[src/tcc_consts.svh]
// timer16 capture/compare: offsets, field positions, reset values
// assumes a 32-bit ahb-lite slave with word-aligned registers
`ifndef TCC_CONSTS_SVH
`define TCC_CONSTS_SVH

// ----------------------------------------
// register byte offsets
// ----------------------------------------
`define TCC_OFF_CTRL 12'h000
`define TCC_OFF_FLAGS 12'h004
`define TCC_OFF_COUNT 12'h008
`define TCC_OFF_IRQEN 12'h00c
`define TCC_OFF_CHCTL0 12'h010
`define TCC_OFF_CMPLO0 12'h020
`define TCC_OFF_CMPHI0 12'h030
`define TCC_OFF_CAPT0 12'h040

// ----------------------------------------
// field positions
// ----------------------------------------
`define TCC_CTRL_MODE_LSB 0
`define TCC_CTRL_DIV_LSB 2
`define TCC_FLG_OVF 3
`define TCC_FLG_COMMON 4
`define TCC_IEN_GLOBAL 0
`define TCC_IEN_OVFM 1
`define TCC_CHC_CAP_LSB 0
`define TCC_CHC_CMPMODE 2
`define TCC_CHC_ACT_LSB 3
`define TCC_CHC_IM 6

// ----------------------------------------
// reset values
// ----------------------------------------
`define TCC_RST_CHCTL 7'h40
`define TCC_RST_IRQEN 2'h0

`endif

[src/tcc_pkg.sv]
// timer16 capture/compare: shared types
// assumes nothing beyond the constants header
package tcc_pkg;
    typedef enum logic [1:0] {
        TCC_SUSPEND = 2'h0,
        TCC_FREE = 2'h1,
        TCC_MODULO = 2'h2,
        TCC_UPDOWN = 2'h3
    } tcc_mode_t;
    typedef enum logic [2:0] {
        TCC_ACT_SET = 3'h0,
        TCC_ACT_CLR = 3'h1,
        TCC_ACT_TGL = 3'h2,
        TCC_ACT_SET_UP = 3'h3,
        TCC_ACT_CLR_UP = 3'h4,
        TCC_ACT_PWM6 = 3'h5,
        TCC_ACT_PWM7 = 3'h6,
        TCC_ACT_RSV = 3'h7
    } tcc_act_t;
    typedef enum logic [1:0] {
        TCC_CAP_NONE = 2'h0,
        TCC_CAP_RISE = 2'h1,
        TCC_CAP_FALL = 2'h2,
        TCC_CAP_ANY = 2'h3
    } tcc_cap_t;
    typedef enum {
        TCC_DIR_UP,
        TCC_DIR_DOWN
    } tcc_dir_t;
endpackage

[src/tcc_timer.sv]
// timer16 capture/compare/pwm with three channels behind an ahb-lite slave
// assumes pin inputs synchronous-capable, one clock, external tick enable
//
// Decided for this implementation: the AHB-Lite slave port and the register offsets.
`include "tcc_consts.svh"
`timescale 1ns/1ps
`default_nettype none
module tcc_timer
    import tcc_pkg::*;
#(
    parameter int NCH = 3,
    parameter int CW = 16
) (
    // clock, reset, enable
    input wire logic clk_i,
    input wire logic rst_i,
    input wire logic ce_i,
    input wire logic tick_i,
    // ahb-lite slave
    input wire logic hsel_i,
    input wire logic [11:0] haddr_i,
    input wire logic [1:0] htrans_i,
    input wire logic hwrite_i,
    input wire logic [2:0] hsize_i,
    input wire logic [31:0] hwdata_i,
    input wire logic hready_i,
    output logic [31:0] hrdata_o,
    output logic hreadyout_o,
    output logic hresp_o,
    // channel pins
    input wire logic [NCH-1:0] ch_pin_i,
    output logic [NCH-1:0] ch_pin_o,
    output logic [NCH-1:0] ch_pin_oe_o,
    // events
    output logic irq_o,
    output logic [NCH-1:0] dma_trigger_o
);
    // ----------------------------------------
    // registers
    // ----------------------------------------
    logic [1:0] mode_r, div_r, irqen_r;
    logic [NCH-1:0] chflag_r, cmp_pend_r, pin_r, dma_r;
    logic [NCH-1:0] sync1_r, sync2_r, sync3_r;
    logic ovf_flag_r, common_flag_r, wr_pend_r;
    logic [6:0] chctl_r [NCH];
    logic [7:0] cmp_lo_buf_r [NCH];
    logic [CW-1:0] cmp_wr_r [NCH], cmp_act_r [NCH], capt_r [NCH];
    logic [CW-1:0] cnt_r;
    logic [6:0] pre_r;
    tcc_dir_t dir_r;
    logic [11:0] waddr_r;

    // ----------------------------------------
    // bus slave: zero wait states, always okay
    // ----------------------------------------
    logic ap_valid, wr_en;
    assign ap_valid = hsel_i && hready_i && htrans_i[1];
    assign wr_en = wr_pend_r && ce_i;
    assign hreadyout_o = 1'b1;
    assign hresp_o = 1'b0;

    always_ff @(posedge clk_i) begin
        if (rst_i) begin
            wr_pend_r <= 1'b0;
            waddr_r <= 12'h000;
        end else if (ce_i) begin
            wr_pend_r <= ap_valid && hwrite_i;
            waddr_r <= haddr_i;
        end
    end

    // channel-indexed register decode
    function automatic logic hit_ch(input logic [11:0] a, input logic [11:0] base, input int ch);
        hit_ch = (a == base + 12'(ch * 4));
    endfunction

    // ----------------------------------------
    // prescaler and counter
    // ----------------------------------------
    logic [6:0] pre_lim;
    logic step, running, at_zero_evt, ovf_evt, cnt_clear;
    logic [CW-1:0] period;
    always_comb begin
        case (div_r)
            2'h0: pre_lim = 7'h00;
            2'h1: pre_lim = 7'h07;
            2'h2: pre_lim = 7'h1f;
            default: pre_lim = 7'h7f;
        endcase
    end
    assign running = (mode_r != TCC_SUSPEND);
    assign step = ce_i && running && tick_i && (pre_r == pre_lim);
    assign period = cmp_act_r[0];
    assign cnt_clear = wr_en && (waddr_r == `TCC_OFF_COUNT);

    always_ff @(posedge clk_i) begin
        if (rst_i) begin
            pre_r <= 7'h00;
        end else if (ce_i && running && tick_i) begin
            pre_r <= (pre_r == pre_lim) ? 7'h00 : pre_r + 7'h01;
        end
    end

    logic [CW-1:0] cnt_nxt;
    tcc_dir_t dir_nxt;
    always_comb begin
        cnt_nxt = cnt_r;
        dir_nxt = dir_r;
        ovf_evt = 1'b0;
        at_zero_evt = 1'b0;
        if (step) begin
            case (mode_r)
                TCC_FREE: begin
                    cnt_nxt = cnt_r + 16'h0001;
                    ovf_evt = (cnt_r == 16'hffff);
                end
                TCC_MODULO: begin
                    if (cnt_r >= period) begin
                        cnt_nxt = 16'h0000;
                        ovf_evt = 1'b1;
                    end else begin
                        cnt_nxt = cnt_r + 16'h0001;
                    end
                end
                TCC_UPDOWN: begin
                    if (dir_r == TCC_DIR_UP) begin
                        if (cnt_r >= period) begin
                            dir_nxt = TCC_DIR_DOWN;
                            cnt_nxt = cnt_r - 16'h0001;
                        end else begin
                            cnt_nxt = cnt_r + 16'h0001;
                        end
                    end else if (cnt_r <= 16'h0001) begin
                        cnt_nxt = 16'h0000;
                        dir_nxt = TCC_DIR_UP;
                        ovf_evt = 1'b1;
                    end else begin
                        cnt_nxt = cnt_r - 16'h0001;
                    end
                end
                default: cnt_nxt = cnt_r;
            endcase
            at_zero_evt = (cnt_nxt == 16'h0000);
        end
    end

    always_ff @(posedge clk_i) begin
        if (rst_i || cnt_clear) begin
            cnt_r <= 16'h0000;
            dir_r <= TCC_DIR_UP;
        end else begin
            cnt_r <= cnt_nxt;
            dir_r <= dir_nxt;
        end
    end

    // ----------------------------------------
    // input synchronisers and edge detect
    // ----------------------------------------
    always_ff @(posedge clk_i) begin
        if (rst_i) begin
            sync1_r <= '0;
            sync2_r <= '0;
            sync3_r <= '0;
        end else if (ce_i) begin
            sync1_r <= ch_pin_i;
            sync2_r <= sync1_r;
            sync3_r <= sync2_r;
        end
    end

    // ----------------------------------------
    // per-channel events
    // ----------------------------------------
    logic [NCH-1:0] cap_evt, cmp_evt, chflag_set, pin_nxt, ch_req;
    always_comb begin
        for (int i = 0; i < NCH; i++) begin
            logic rise, fall, match, cmode;
            tcc_act_t act;
            rise = sync2_r[i] && !sync3_r[i];
            fall = !sync2_r[i] && sync3_r[i];
            cmode = chctl_r[i][`TCC_CHC_CMPMODE];
            act = tcc_act_t'(chctl_r[i][`TCC_CHC_ACT_LSB +: 3]);
            match = step && (cnt_nxt == cmp_act_r[i]);
            cap_evt[i] = 1'b0;
            pin_nxt[i] = pin_r[i];
            if (!cmode && ce_i && running) begin
                case (tcc_cap_t'(chctl_r[i][`TCC_CHC_CAP_LSB +: 2]))
                    TCC_CAP_RISE: cap_evt[i] = rise;
                    TCC_CAP_FALL: cap_evt[i] = fall;
                    TCC_CAP_ANY: cap_evt[i] = rise || fall;
                    default: cap_evt[i] = 1'b0;
                endcase
            end
            cmp_evt[i] = cmode && match;
            ch_pin_oe_o[i] = cmode;
            ch_req[i] = chflag_r[i] && chctl_r[i][`TCC_CHC_IM];
            if (cmode && step) begin
                case (act)
                    TCC_ACT_SET: if (match) pin_nxt[i] = 1'b1;
                    TCC_ACT_CLR: if (match) pin_nxt[i] = 1'b0;
                    TCC_ACT_TGL: if (match) pin_nxt[i] = !pin_r[i];
                    TCC_ACT_SET_UP, TCC_ACT_CLR_UP: begin
                        // set/clear on compare-up, undo at zero or compare-down
                        if (match && dir_nxt == TCC_DIR_UP && cnt_nxt != 16'h0000) begin
                            pin_nxt[i] = (act == TCC_ACT_SET_UP);
                        end else if (at_zero_evt || (match && dir_nxt == TCC_DIR_DOWN)) begin
                            pin_nxt[i] = (act != TCC_ACT_SET_UP);
                        end
                    end
                    TCC_ACT_PWM6, TCC_ACT_PWM7: begin
                        // edge pwm on channels above 0 only
                        if (i != 0) begin
                            if (match) begin
                                pin_nxt[i] = (act == TCC_ACT_PWM7);
                            end else if (at_zero_evt) begin
                                pin_nxt[i] = (act != TCC_ACT_PWM7);
                            end
                        end
                    end
                    default: pin_nxt[i] = pin_r[i];
                endcase
            end
        end
        chflag_set = cap_evt | cmp_evt;
        if (mode_r == TCC_UPDOWN) begin
            chflag_set[0] = at_zero_evt || cap_evt[0];
        end
    end

    // ----------------------------------------
    // pins and dma triggers
    // ----------------------------------------
    always_ff @(posedge clk_i) begin
        if (rst_i) begin
            pin_r <= '0;
            dma_r <= '0;
        end else if (ce_i) begin
            pin_r <= pin_nxt;
            dma_r <= cmp_evt;
        end else begin
            dma_r <= '0;
        end
    end
    assign ch_pin_o = pin_r;
    assign dma_trigger_o = dma_r;

    // ----------------------------------------
    // capture and compare registers
    // ----------------------------------------
    always_ff @(posedge clk_i) begin
        if (rst_i) begin
            cmp_pend_r <= '0;
            for (int i = 0; i < NCH; i++) begin
                cmp_lo_buf_r[i] <= 8'h00;
                cmp_wr_r[i] <= 16'h0000;
                cmp_act_r[i] <= 16'h0000;
                capt_r[i] <= 16'h0000;
            end
        end else if (ce_i) begin
            for (int i = 0; i < NCH; i++) begin
                logic imm;
                imm = (chctl_r[i][`TCC_CHC_ACT_LSB +: 3] <= 3'h2);
                if (cap_evt[i]) capt_r[i] <= cnt_r;
                if (wr_en && hit_ch(waddr_r, `TCC_OFF_CMPLO0, i)) begin
                    cmp_lo_buf_r[i] <= hwdata_i[7:0];
                end
                if (wr_en && hit_ch(waddr_r, `TCC_OFF_CMPHI0, i)) begin
                    cmp_wr_r[i] <= {hwdata_i[7:0], cmp_lo_buf_r[i]};
                    if (imm) begin
                        cmp_act_r[i] <= {hwdata_i[7:0], cmp_lo_buf_r[i]};
                        cmp_pend_r[i] <= 1'b0;
                    end else begin
                        cmp_pend_r[i] <= 1'b1;
                    end
                end else if (cmp_pend_r[i] && (cnt_r == 16'h0000)) begin
                    cmp_act_r[i] <= cmp_wr_r[i];
                    cmp_pend_r[i] <= 1'b0;
                end
            end
        end
    end

    // ----------------------------------------
    // control registers
    // ----------------------------------------
    always_ff @(posedge clk_i) begin
        if (rst_i) begin
            mode_r <= 2'h0;
            div_r <= 2'h0;
            irqen_r <= `TCC_RST_IRQEN;
            for (int i = 0; i < NCH; i++) begin
                chctl_r[i] <= `TCC_RST_CHCTL;
            end
        end else if (wr_en) begin
            if (waddr_r == `TCC_OFF_CTRL) begin
                mode_r <= hwdata_i[`TCC_CTRL_MODE_LSB +: 2];
                div_r <= hwdata_i[`TCC_CTRL_DIV_LSB +: 2];
            end
            if (waddr_r == `TCC_OFF_IRQEN) irqen_r <= hwdata_i[1:0];
            for (int i = 0; i < NCH; i++) begin
                if (hit_ch(waddr_r, `TCC_OFF_CHCTL0, i)) begin
                    chctl_r[i] <= hwdata_i[6:0];
                end
            end
        end
    end

    // ----------------------------------------
    // flags: set wins over write-zero clear
    // ----------------------------------------
    logic flag_wr;
    assign flag_wr = wr_en && (waddr_r == `TCC_OFF_FLAGS);
    always_ff @(posedge clk_i) begin
        if (rst_i) begin
            chflag_r <= '0;
            ovf_flag_r <= 1'b0;
            common_flag_r <= 1'b0;
        end else if (ce_i) begin
            for (int i = 0; i < NCH; i++) begin
                if (chflag_set[i]) begin
                    chflag_r[i] <= 1'b1;
                end else if (flag_wr && !hwdata_i[i]) begin
                    chflag_r[i] <= 1'b0;
                end
            end
            if (ovf_evt) begin
                ovf_flag_r <= 1'b1;
            end else if (flag_wr && !hwdata_i[`TCC_FLG_OVF]) begin
                ovf_flag_r <= 1'b0;
            end
            if (ovf_evt || (|chflag_set)) begin
                common_flag_r <= 1'b1;
            end else if (flag_wr && !hwdata_i[`TCC_FLG_COMMON]) begin
                common_flag_r <= 1'b0;
            end
        end
    end

    // ----------------------------------------
    // single interrupt request, level from flags and masks
    // ----------------------------------------
    // level request follows flag and mask at once
    assign irq_o = irqen_r[`TCC_IEN_GLOBAL]
        && ((ovf_flag_r && irqen_r[`TCC_IEN_OVFM]) || (|ch_req));

    // ----------------------------------------
    // read data
    // ----------------------------------------
    always_ff @(posedge clk_i) begin
        if (rst_i) begin
            hrdata_o <= 32'h00000000;
        end else if (ce_i && ap_valid && !hwrite_i) begin
            hrdata_o <= 32'h00000000;
            if (haddr_i == `TCC_OFF_CTRL) hrdata_o <= {28'h0000000, div_r, mode_r};
            if (haddr_i == `TCC_OFF_FLAGS) begin
                hrdata_o <= {27'h0000000, common_flag_r, ovf_flag_r, chflag_r};
            end
            if (haddr_i == `TCC_OFF_COUNT) hrdata_o <= {16'h0000, cnt_r};
            if (haddr_i == `TCC_OFF_IRQEN) hrdata_o <= {30'h00000000, irqen_r};
            for (int i = 0; i < NCH; i++) begin
                if (hit_ch(haddr_i, `TCC_OFF_CHCTL0, i)) hrdata_o <= {25'h0000000, chctl_r[i]};
                if (hit_ch(haddr_i, `TCC_OFF_CMPLO0, i)) hrdata_o <= {24'h000000, cmp_lo_buf_r[i]};
                if (hit_ch(haddr_i, `TCC_OFF_CMPHI0, i)) hrdata_o <= {16'h0000, cmp_act_r[i]};
                if (hit_ch(haddr_i, `TCC_OFF_CAPT0, i)) hrdata_o <= {16'h0000, capt_r[i]};
            end
        end
    end
endmodule
`default_nettype wire

[config.mk]
export PLATFORM = sky130hd
export DESIGN_NAME = tcc_timer
export DESIGN_NICKNAME = d
export VERILOG_FILES = /design/src/tcc_pkg.sv /design/src/tcc_timer.sv
export VERILOG_INCLUDE_DIRS = /design/src
export SDC_FILE = /design/constraint.sdc
export NUM_CORES = 1
export LEC_CHECK = 0
export ABC_CLOCK_PERIOD_IN_PS = 5200
export BUFFER_PORTS_ARGS = -buffer_cell sky130_fd_sc_hd__buf_2
export CAP_MARGIN = 5
export CORE_MARGIN = 2
export CORE_UTILIZATION = 60
export DETAILED_ROUTE_END_ITERATION = 16
export PLACE_DENSITY = 0.79
export SLEW_MARGIN = 20
export SYNTH_ARGS = -nofsm -noshare
export SYNTH_HDL_FRONTEND = slang
export SYNTH_SLANG_ARGS = --single-unit
[constraint.sdc]
create_clock -name clk_i -period 5.2 [get_ports clk_i]
set_input_delay 0.52 -clock clk_i [delete_from_list [all_inputs] [get_ports clk_i]]
set_output_delay 0.52 -clock clk_i [all_outputs]
set_load 0.02 [all_outputs]
==> results of run 1 <==
[placed cells by master (no fill, tap or decap), types with 12 or more instances in the layout]
cell type / Yosys / layout
a22oi_1: 30 / 30
a221oi_1: 18 / 18
dfxtp_1: 113 / 113
o22ai_1: 18 / 18
nand3b_1: 12 / 12
buf_4: 22 / 81
and3_1: 17 / 17
buf_2: 11 / 56
clkbuf_16: 0 / 31
nor2_1: 170 / 169
nand3_1: 57 / 57
nand2_1: 168 / 168
nand2b_1: 21 / 21
mux2i_1: 47 / 47
nand4_1: 25 / 25
edfxtp_1: 189 / 189
xnor2_1: 35 / 35
o21ai_0: 53 / 53
nor2b_1: 17 / 17
nor3_1: 60 / 59
nor4_1: 31 / 31
ha_1: 27 / 27
or3_1: 14 / 14
a21oi_1: 105 / 105
or2_2: 14 / 14
inv_1: 44 / 45
and2_1: 90 / 90
a31oi_1: 18 / 17
conb_1: 2 / 18
a211oi_1: 23 / 23
[critical path: stages (launching register included)]
cell      delay [ps]
edfxtp_1         440
inv_1            120
ha_1             250
a21o_1           190
a21o_1           210
a22o_1           310
nor4_4           790
buf_4            360
nor2_1           100
nor2_1           260
nand4_1          230
nor4_1           380
a21oi_1          150
nor4bb_1         510
buf_4            210
a31oi_1          100
a211oi_2         260
mux2i_1          210
[registers in the layout, indices dropped and copies added, names as in the netlist, 7 cells and up]
name,count
dir_r,32
capt_r,48
hrdata_o,16
cmp_wr_r,48
cmp_lo_buf_r,24
cnt_r,16
chctl_r,21
pre_r,7
waddr_r,12
cmp_act_r,48
[logic make-up (layout without fill, tap and decap cells)]
family | after synthesis | count (layout) | synth area share
flip-flops | 302 | 302 | 0.485
AND/OR/NAND/NOR | 739 | 739 | 0.230
buffers and inverters | 168 | 239 | 0.0444
XOR/XNOR | 43 | 43 | 0.0230
other | 2 | 20 | 0.000459
adder cells (fa/ha/maj) | 28 | 28 | 0.0212
multiplexers | 51 | 51 | 0.0316
AO/OA/AOI/OAI | 392 | 392 | 0.164
[what timing repair did]
action / 4_1_cts / 5_1_grt
resized for setup: 0 / 1
hold buffers: 0 / 0
setup endpoints to repair: 0 / 2
setup buffers: 0 / 0
[metal layers]
| metal | vias up | track usage |
|---|---|---|
| met1 | 6946 | 0.533 |
| met5 | - | 0.0209 |
| met4 | 2 | 0.191 |
| met3 | 214 | 0.0816 |
| met2 | 1052 | 0.596 |
| li1 | 6484 | - |
[worst min-delay path by stage]
| stage | endpoint | slack [ps] | cells past startpoint |
|---|---|---|---|
| 2_1_floorplan | dir_r[13]$_SDFF_PP0_ | 430 | 1 |
| 3_3_place_gp | dir_r[1]$_SDFF_PP0_ | 440 | 1 |
| 3_5_place_dp | dir_r[1]$_SDFF_PP0_ | 450 | 1 |
| 4_1_cts | sync1_r[2]$_SDFFE_PP0P_ | 170 | 3 |
| 5_1_grt | waddr_r[0]$_SDFFE_PP0P_ | 210 | 3 |
| 6_report | waddr_r[9]$_SDFFE_PP0P_ | 190 | 3 |
[power breakdown]
group / leakage (nW) / total, mW / switching (mW) / internal, mW
logic: 3.61 / 0.211 / 0.154 / 0.0576
clock network: 0.503 / 2.23 / 0.988 / 1.24
registers: 2.85 / 2.66 / 0.0641 / 2.60
total: 6.96 / 5.11 / 1.21 / 3.90
[area by class of cell]
| type | count | area (um2) |
|---|---|---|
| Antenna cell | 2 | 5.00 |
| Clock buffer | 36 | 825 |
| Clock inverter | 21 | 188 |
| Fill cell | 2086 | 8640 |
| Inverter | 44 | 165 |
| Multi-Input combinational cell | 1271 | 7780 |
| Sequential cell | 302 | 7940 |
| Tap cell | 341 | 427 |
| Timing Repair Buffer | 138 | 908 |
==> impl_metrics.py, run 1 <==
metrics = {
    "status": {
        "status": "completed",
    },
    "sta": {
        "slew_violations": 0,
        "finalClockSkew_ps": 32.1,
        "rsz0062_at_grt": "true",
        "final.setup.tns_ps": 0,
        "worstMarginPinSlew_ps": 1040,
        "hold_ws_ps": 186,
        "setup_slack_ps": 65.3,
        "relSlewSlack": 0.305,
        "finalHoldViolations": 0,
        "period_share": 0.987,
        "fmax_mhz": 195,
        "setup_viol": 0,
        "fin_crit_ps": 5130,
    },
    "floorplanning": {
        "io-pin-count": 103,
        "dieArea_um2": 28600,
        "die_h_um": 169,
        "num_rows": 60,
        "die_w_um": 169,
        "core-area_um2": 26900,
        "start_util": 0.609,
    },
    "power": {
        "power_mw": 5.11,
        "ir_drop_uv": 367,
        "p_per_area_nw_per_um2": 280,
        "total_leakage_power_nw": 6.96,
    },
    "worst_setup_path": {
        "critPathKind": "flip-flop to flip-flop",
        "critPathLaunch": "cmp_act_r[0][13]$_SDFFCE_PP0P_",
        "cp.required_ps": 5730,
        "critPathLaunchType": "flip-flop",
        "rr_startpoint": "cmp_act_r[0][13]$_SDFFCE_PP0P_",
        "reg2regPathDepth": 17,
        "crit_arrival_ps": 5660,
        "reg2reg_to": "ch_pin_o[1]$_SDFFE_PP0P_",
        "crit_fanout": 13,
        "critical_path.endpoint": "ch_pin_o[1]$_SDFFE_PP0P_",
        "rrSetupSlack_ps": 70,
        "worstSetupEndpointType": "flip-flop",
    },
    "clocking": {
        "cts_buffer_depth": 3,
        "cts_tree": "built",
        "path_clk_slew_ps": 70,
        "cts-root-buf": "clkbuf_16",
        "cts_buffers": 31,
        "htree_levels": 1,
        "cts_num_sinks": 302,
        "insertion_delay_ps": 600,
    },
    "place": {
        "place_ws_ps": 312,
        "place_area_um2": 17200,
        "dpl.hpwl_um": 42400,
        "io_buffers": 56,
        "place_congestion": 1.04,
        "place_inst": 2096,
    },
    "synth": {
        "synth_ff_type": "edfxtp_1",
        "ys_types": 91,
        "syn_inst": 1725,
        "synth-seq-cells": 302,
        "async_flop_share": 0,
        "synth_area_leaders": "edfxtp_1 35%, dfxtp_1 14%, nor2_1 3.9%",
        "synth_common_cells": "189 x edfxtp_1, 170 x nor2_1, 168 x nand2_1, 113 x dfxtp_1, 105 x a21oi_1",
        "syn_area_per_cell_um2": 9.49,
        "yosysWarningCount": 0,
        "synth_edf_count": 189,
        "synth.top_cell.area_share": 0.347,
        "yosysSeqAreaShare": 0.485,
        "syn_area_um2": 16400,
        "synth_most_common_cell": "edfxtp_1",
        "yosys.area.top_type": "edfxtp_1",
    },
    "min_path": {
        "hold_start": "haddr_i[9]",
        "min_path_type": "input port to flip-flop",
    },
    "routing": {
        "top_layer_used": "met5",
        "drtAntennaViolNets": 0,
        "vias_per_cell": 6.82,
        "first_iter_violations": 2266,
        "vias": 14700,
        "met3RoutedLength_um": 7020,
        "drt-wirelength-per-cell_um": 26.1,
        "met1_length_um": 21400,
        "drt_pass1_iterations": 9,
        "drc": 0,
        "dr_wl_met2_um": 24600,
        "drt_wl_total_um": 56300,
    },
    "final_layout": {
        "drive_gt1_frac": 0.128,
        "final_area_um2": 18200,
        "layout.nets": 1874,
        "finalNonFillerCells": 2155,
        "areaGrowthSynthToFinish_pct": 11.4,
        "final_util": 0.679,
    },
    "grt": {
        "grt_pass1_vias": 13800,
        "grt_max_degree": 66,
        "antenna_found_initial": 0,
        "grt_pass1_wl_um": 83800,
        "grt-ovfl-total": 0,
        "grt.total_usage": 0.391,
    },
    "job": {
        "drv_cap": 0,
    },
}
Power figures use the tool's default switching activity.
==> run 2, diff against run 1 <==
--- a/config.mk
+++ b/config.mk
@@ -6,9 +6,11 @@
 export SDC_FILE = /design/constraint.sdc
 export NUM_CORES = 1
 export LEC_CHECK = 0
+export ABC_AREA = 1
 export ABC_CLOCK_PERIOD_IN_PS = 5200
 export BUFFER_PORTS_ARGS = -buffer_cell sky130_fd_sc_hd__buf_2
-export CAP_MARGIN = 5
+export CAP_MARGIN = 20
+export CORE_ASPECT_RATIO = 1.75
 export CORE_MARGIN = 2
 export CORE_UTILIZATION = 60
 export DETAILED_ROUTE_END_ITERATION = 16
==> impl_metrics.py, run 2 <==
metrics = {
    "status": {
        "status": "completed",
    },
    "floorplanning": {
        "core-area_um2": 27800,
        "start_util": 0.607,
        "num_rows": 81,
        "io-pin-count": 103,
        "die_h_um": 226,
        "die_w_um": 131,
        "dieArea_um2": 29500,
    },
    "clocking": {
        "cts_resized": 0,
        "cts_setup_buffers": 0,
        "cts_buffers": 27,
        "cts-root-buf": "clkbuf_16",
        "htree_levels": 1,
        "cts_hold_buf": 0,
        "cts_num_sinks": 302,
        "cts_tree": "built",
        "insertion_delay_ps": 560,
        "cts_buffer_depth": 3,
        "path_clk_slew_ps": 70,
    },
    "routing": {
        "vias_per_cell": 6.06,
        "top_layer_used": "met5",
        "met1_length_um": 19600,
        "drtAntennaViolNets": 0,
        "drt_pass1_iterations": 6,
        "drt-wirelength-per-cell_um": 22.6,
        "dr_wl_met2_um": 28700,
        "first_iter_violations": 1824,
        "met3RoutedLength_um": 4950,
        "drt_wl_total_um": 59300,
        "drc": 0,
        "vias": 15900,
    },
    "worst_setup_path": {
        "rr_startpoint": "cnt_r[15]$_SDFF_PP0_",
        "cpMostUsedCell": "nand3_1",
        "worstSetupEndpointType": "flip-flop",
        "critPathLaunch": "cnt_r[15]$_SDFF_PP0_",
        "critPathLaunchType": "flip-flop",
        "critPathBufInv": 1,
        "crit_arrival_ps": 5060,
        "crit_family": "simple AND/OR/NAND/NOR gates",
        "critPathKind": "flip-flop to flip-flop",
        "cp.required_ps": 5700,
        "crit_fanout": 15,
        "crit_slowest_cell": "dfxtp_1",
        "worstPathCellList": "ha_1 > a21o_1 > nor2_1 > inv_1 > nor2_2 > nand3_1 > nand2_1 > o21ai_0 > nand3_1 > nand2_1 > nand2_1 > nand3_1 > nor2_1 > nand3_1 > nor2_1 > nand3_1 > nand2_1 > o21ai_0 > nand4_1",
        "critPathMaxStageDelay_ps": 540,
    },
    "power": {
        "p_per_area_nw_per_um2": 265,
        "seqPwrFrac": 0.545,
        "clockPowerShare": 0.402,
        "p_comb_frac": 0.053,
        "power_mw": 4.85,
        "p_sw_mw": 1.18,
        "p_sw_frac": 0.243,
        "internal_power_mw": 3.67,
        "total_leakage_power_nw": 7.99,
        "ir_drop_uv": 379,
    },
    "synth": {
        "synth_edf_count": 189,
        "synth-seq-cells": 302,
        "synth_common_cells": "526 x nand2_1, 284 x inv_1, 276 x nor2_1, 189 x edfxtp_1, 180 x nand3_1",
        "synth_ff_type": "edfxtp_1",
        "syn_inst": 2179,
        "yosysSeqAreaShare": 0.471,
        "synth.top_cell.area_share": 0.337,
        "ys_types": 55,
        "syn_area_um2": 16800,
        "syn_area_per_cell_um2": 7.73,
        "async_flop_share": 0,
        "yosysWarningCount": 0,
        "yosys.area.top_type": "edfxtp_1",
        "synth_most_common_cell": "nand2_1",
        "synth_area_leaders": "edfxtp_1 34%, dfxtp_1 13%, nand2_1 12%",
    },
    "sta": {
        "period_share": 0.877,
        "fmax_mhz": 219,
        "fin_crit_ps": 4560,
        "finalHoldViolations": 0,
        "slew_violations": 0,
        "worstMarginPinSlew_ps": 1000,
        "relSlewSlack": 0.325,
        "rsz0062_at_grt": "false",
        "final.setup.tns_ps": 0,
        "setup_viol": 0,
        "finalClockSkew_ps": 13.6,
    },
    "grt": {
        "grt_pass1_wl_um": 87100,
        "grt_max_degree": 52,
        "grt-ovfl-total": 0,
        "antenna_found_initial": 3,
        "grt.total_usage": 0.407,
        "grt_pass1_vias": 15100,
    },
    "final_layout": {
        "drive_gt1_frac": 0.0729,
        "biggestRegsByFlops": "capt_r x48, cmp_act_r x48, cmp_wr_r x48",
        "areaGrowthSynthToFinish_pct": 8.76,
        "layout.nets": 2317,
        "mostFrequentLayoutCell": "nand2_1",
        "final_cell_mix": "526 x nand2_1, 284 x inv_1, 276 x nor2_1, 189 x edfxtp_1, 180 x nand3_1",
        "final_util": 0.660,
    },
    "place": {
        "place_congestion": 1.04,
        "io_buffers": 56,
        "dpl.hpwl_um": 46300,
    },
    "job": {
        "drv_cap": 0,
    },
    "min_path": {
        "min_path_type": "input port to flip-flop",
        "hold_start": "ch_pin_i[0]",
    },
}
run 2: cell count changes in the layout (fill, tap and decap cells not counted), moves of 31 or more:
cell,delta
nand2_1,+358
mux2i_1,-46
o21ai_0,+54
nand3_1,+123
inv_1,+239
xnor2_1,-34
xor2_1,+31
nor2_1,+107
buf_4,-52
and2_1,-90
run 2: routing by layer:
layer  GRT usage  up-vias
met5           0        -
met4       0.321        2
met3      0.0820      268
met2       0.689      844
met1       0.435     7442
li1            -     7341
run 2: metrics by stage:
step | instances | worst slack (ps) | instance area (um2) | hold WS, ps
after floorplan | 2195 | 2210 | 16900 | 434
after global placement | 2574 | 952 | 17500 | 446
after detailed placement | 2574 | 885 | 17500 | 453
after CTS | 2623 | 822 | 18300 | 148
after global routing | 2624 | 403 | 18300 | 166
final | 2625 | 638 | 18300 | 165
run 2: cells by family after synthesis:
family,Yosys count,synth area share
simple gates,1127,0.288
buf+inv,374,0.0902
compound gates,305,0.108
flops,302,0.471
xor+xnor,41,0.0218
fa+ha+maj,27,0.0201
other cells,2,0.000446
mux,1,0.000594
run 2: worst register-to-register path, cell delays in order, from the launching register on:
cell	delay, ps
dfxtp_1	540
ha_1	330
a21o_1	180
nor2_1	180
inv_1	70
nor2_2	260
nand3_1	120
nand2_1	450
o21ai_0	240
nand3_1	260
nand2_1	190
nand2_1	140
nand3_1	80
nor2_1	240
nand3_1	110
nor2_1	490
nand3_1	250
nand2_1	140
o21ai_0	110
nand4_1	110
run 2: worst paths after layout:
kind / end / slack [ps] / cells after the start
min: sync1_r[0]$_SDFFE_PP0P_ / 160 / 3
max: common_flag_r$_SDFFE_PP0P_ / 640 / 19
min reg2reg: dir_r[17]$_SDFF_PP0_ / 460 / 2
max reg2reg: common_flag_r$_SDFFE_PP0P_ / 640 / 19
run 2: cell type report:
class	count	area (um2)
fillers	2446	9440
flip-flops and latches	302	7940
multi-input cells	1519	7460
inverters	295	1110
clock buffers	29	683
repair buffers	86	503
well taps	373	467
clock inverters	20	161
diodes	1	2.50
run 2: power by group through the flow:
| stage | logic, mW | registers [mW] | clock network (mW) |
|---|---|---|---|
| after global placement | 0.241 | 2.69 | 0 |
| after global routing | 0.276 | 2.65 | 2.03 |
| after CTS | 0.248 | 2.64 | 1.96 |
| after floorplan | 0.164 | 2.67 | 0 |
| final | 0.255 | 2.65 | 1.95 |
| after detailed placement | 0.246 | 2.70 | 0 |
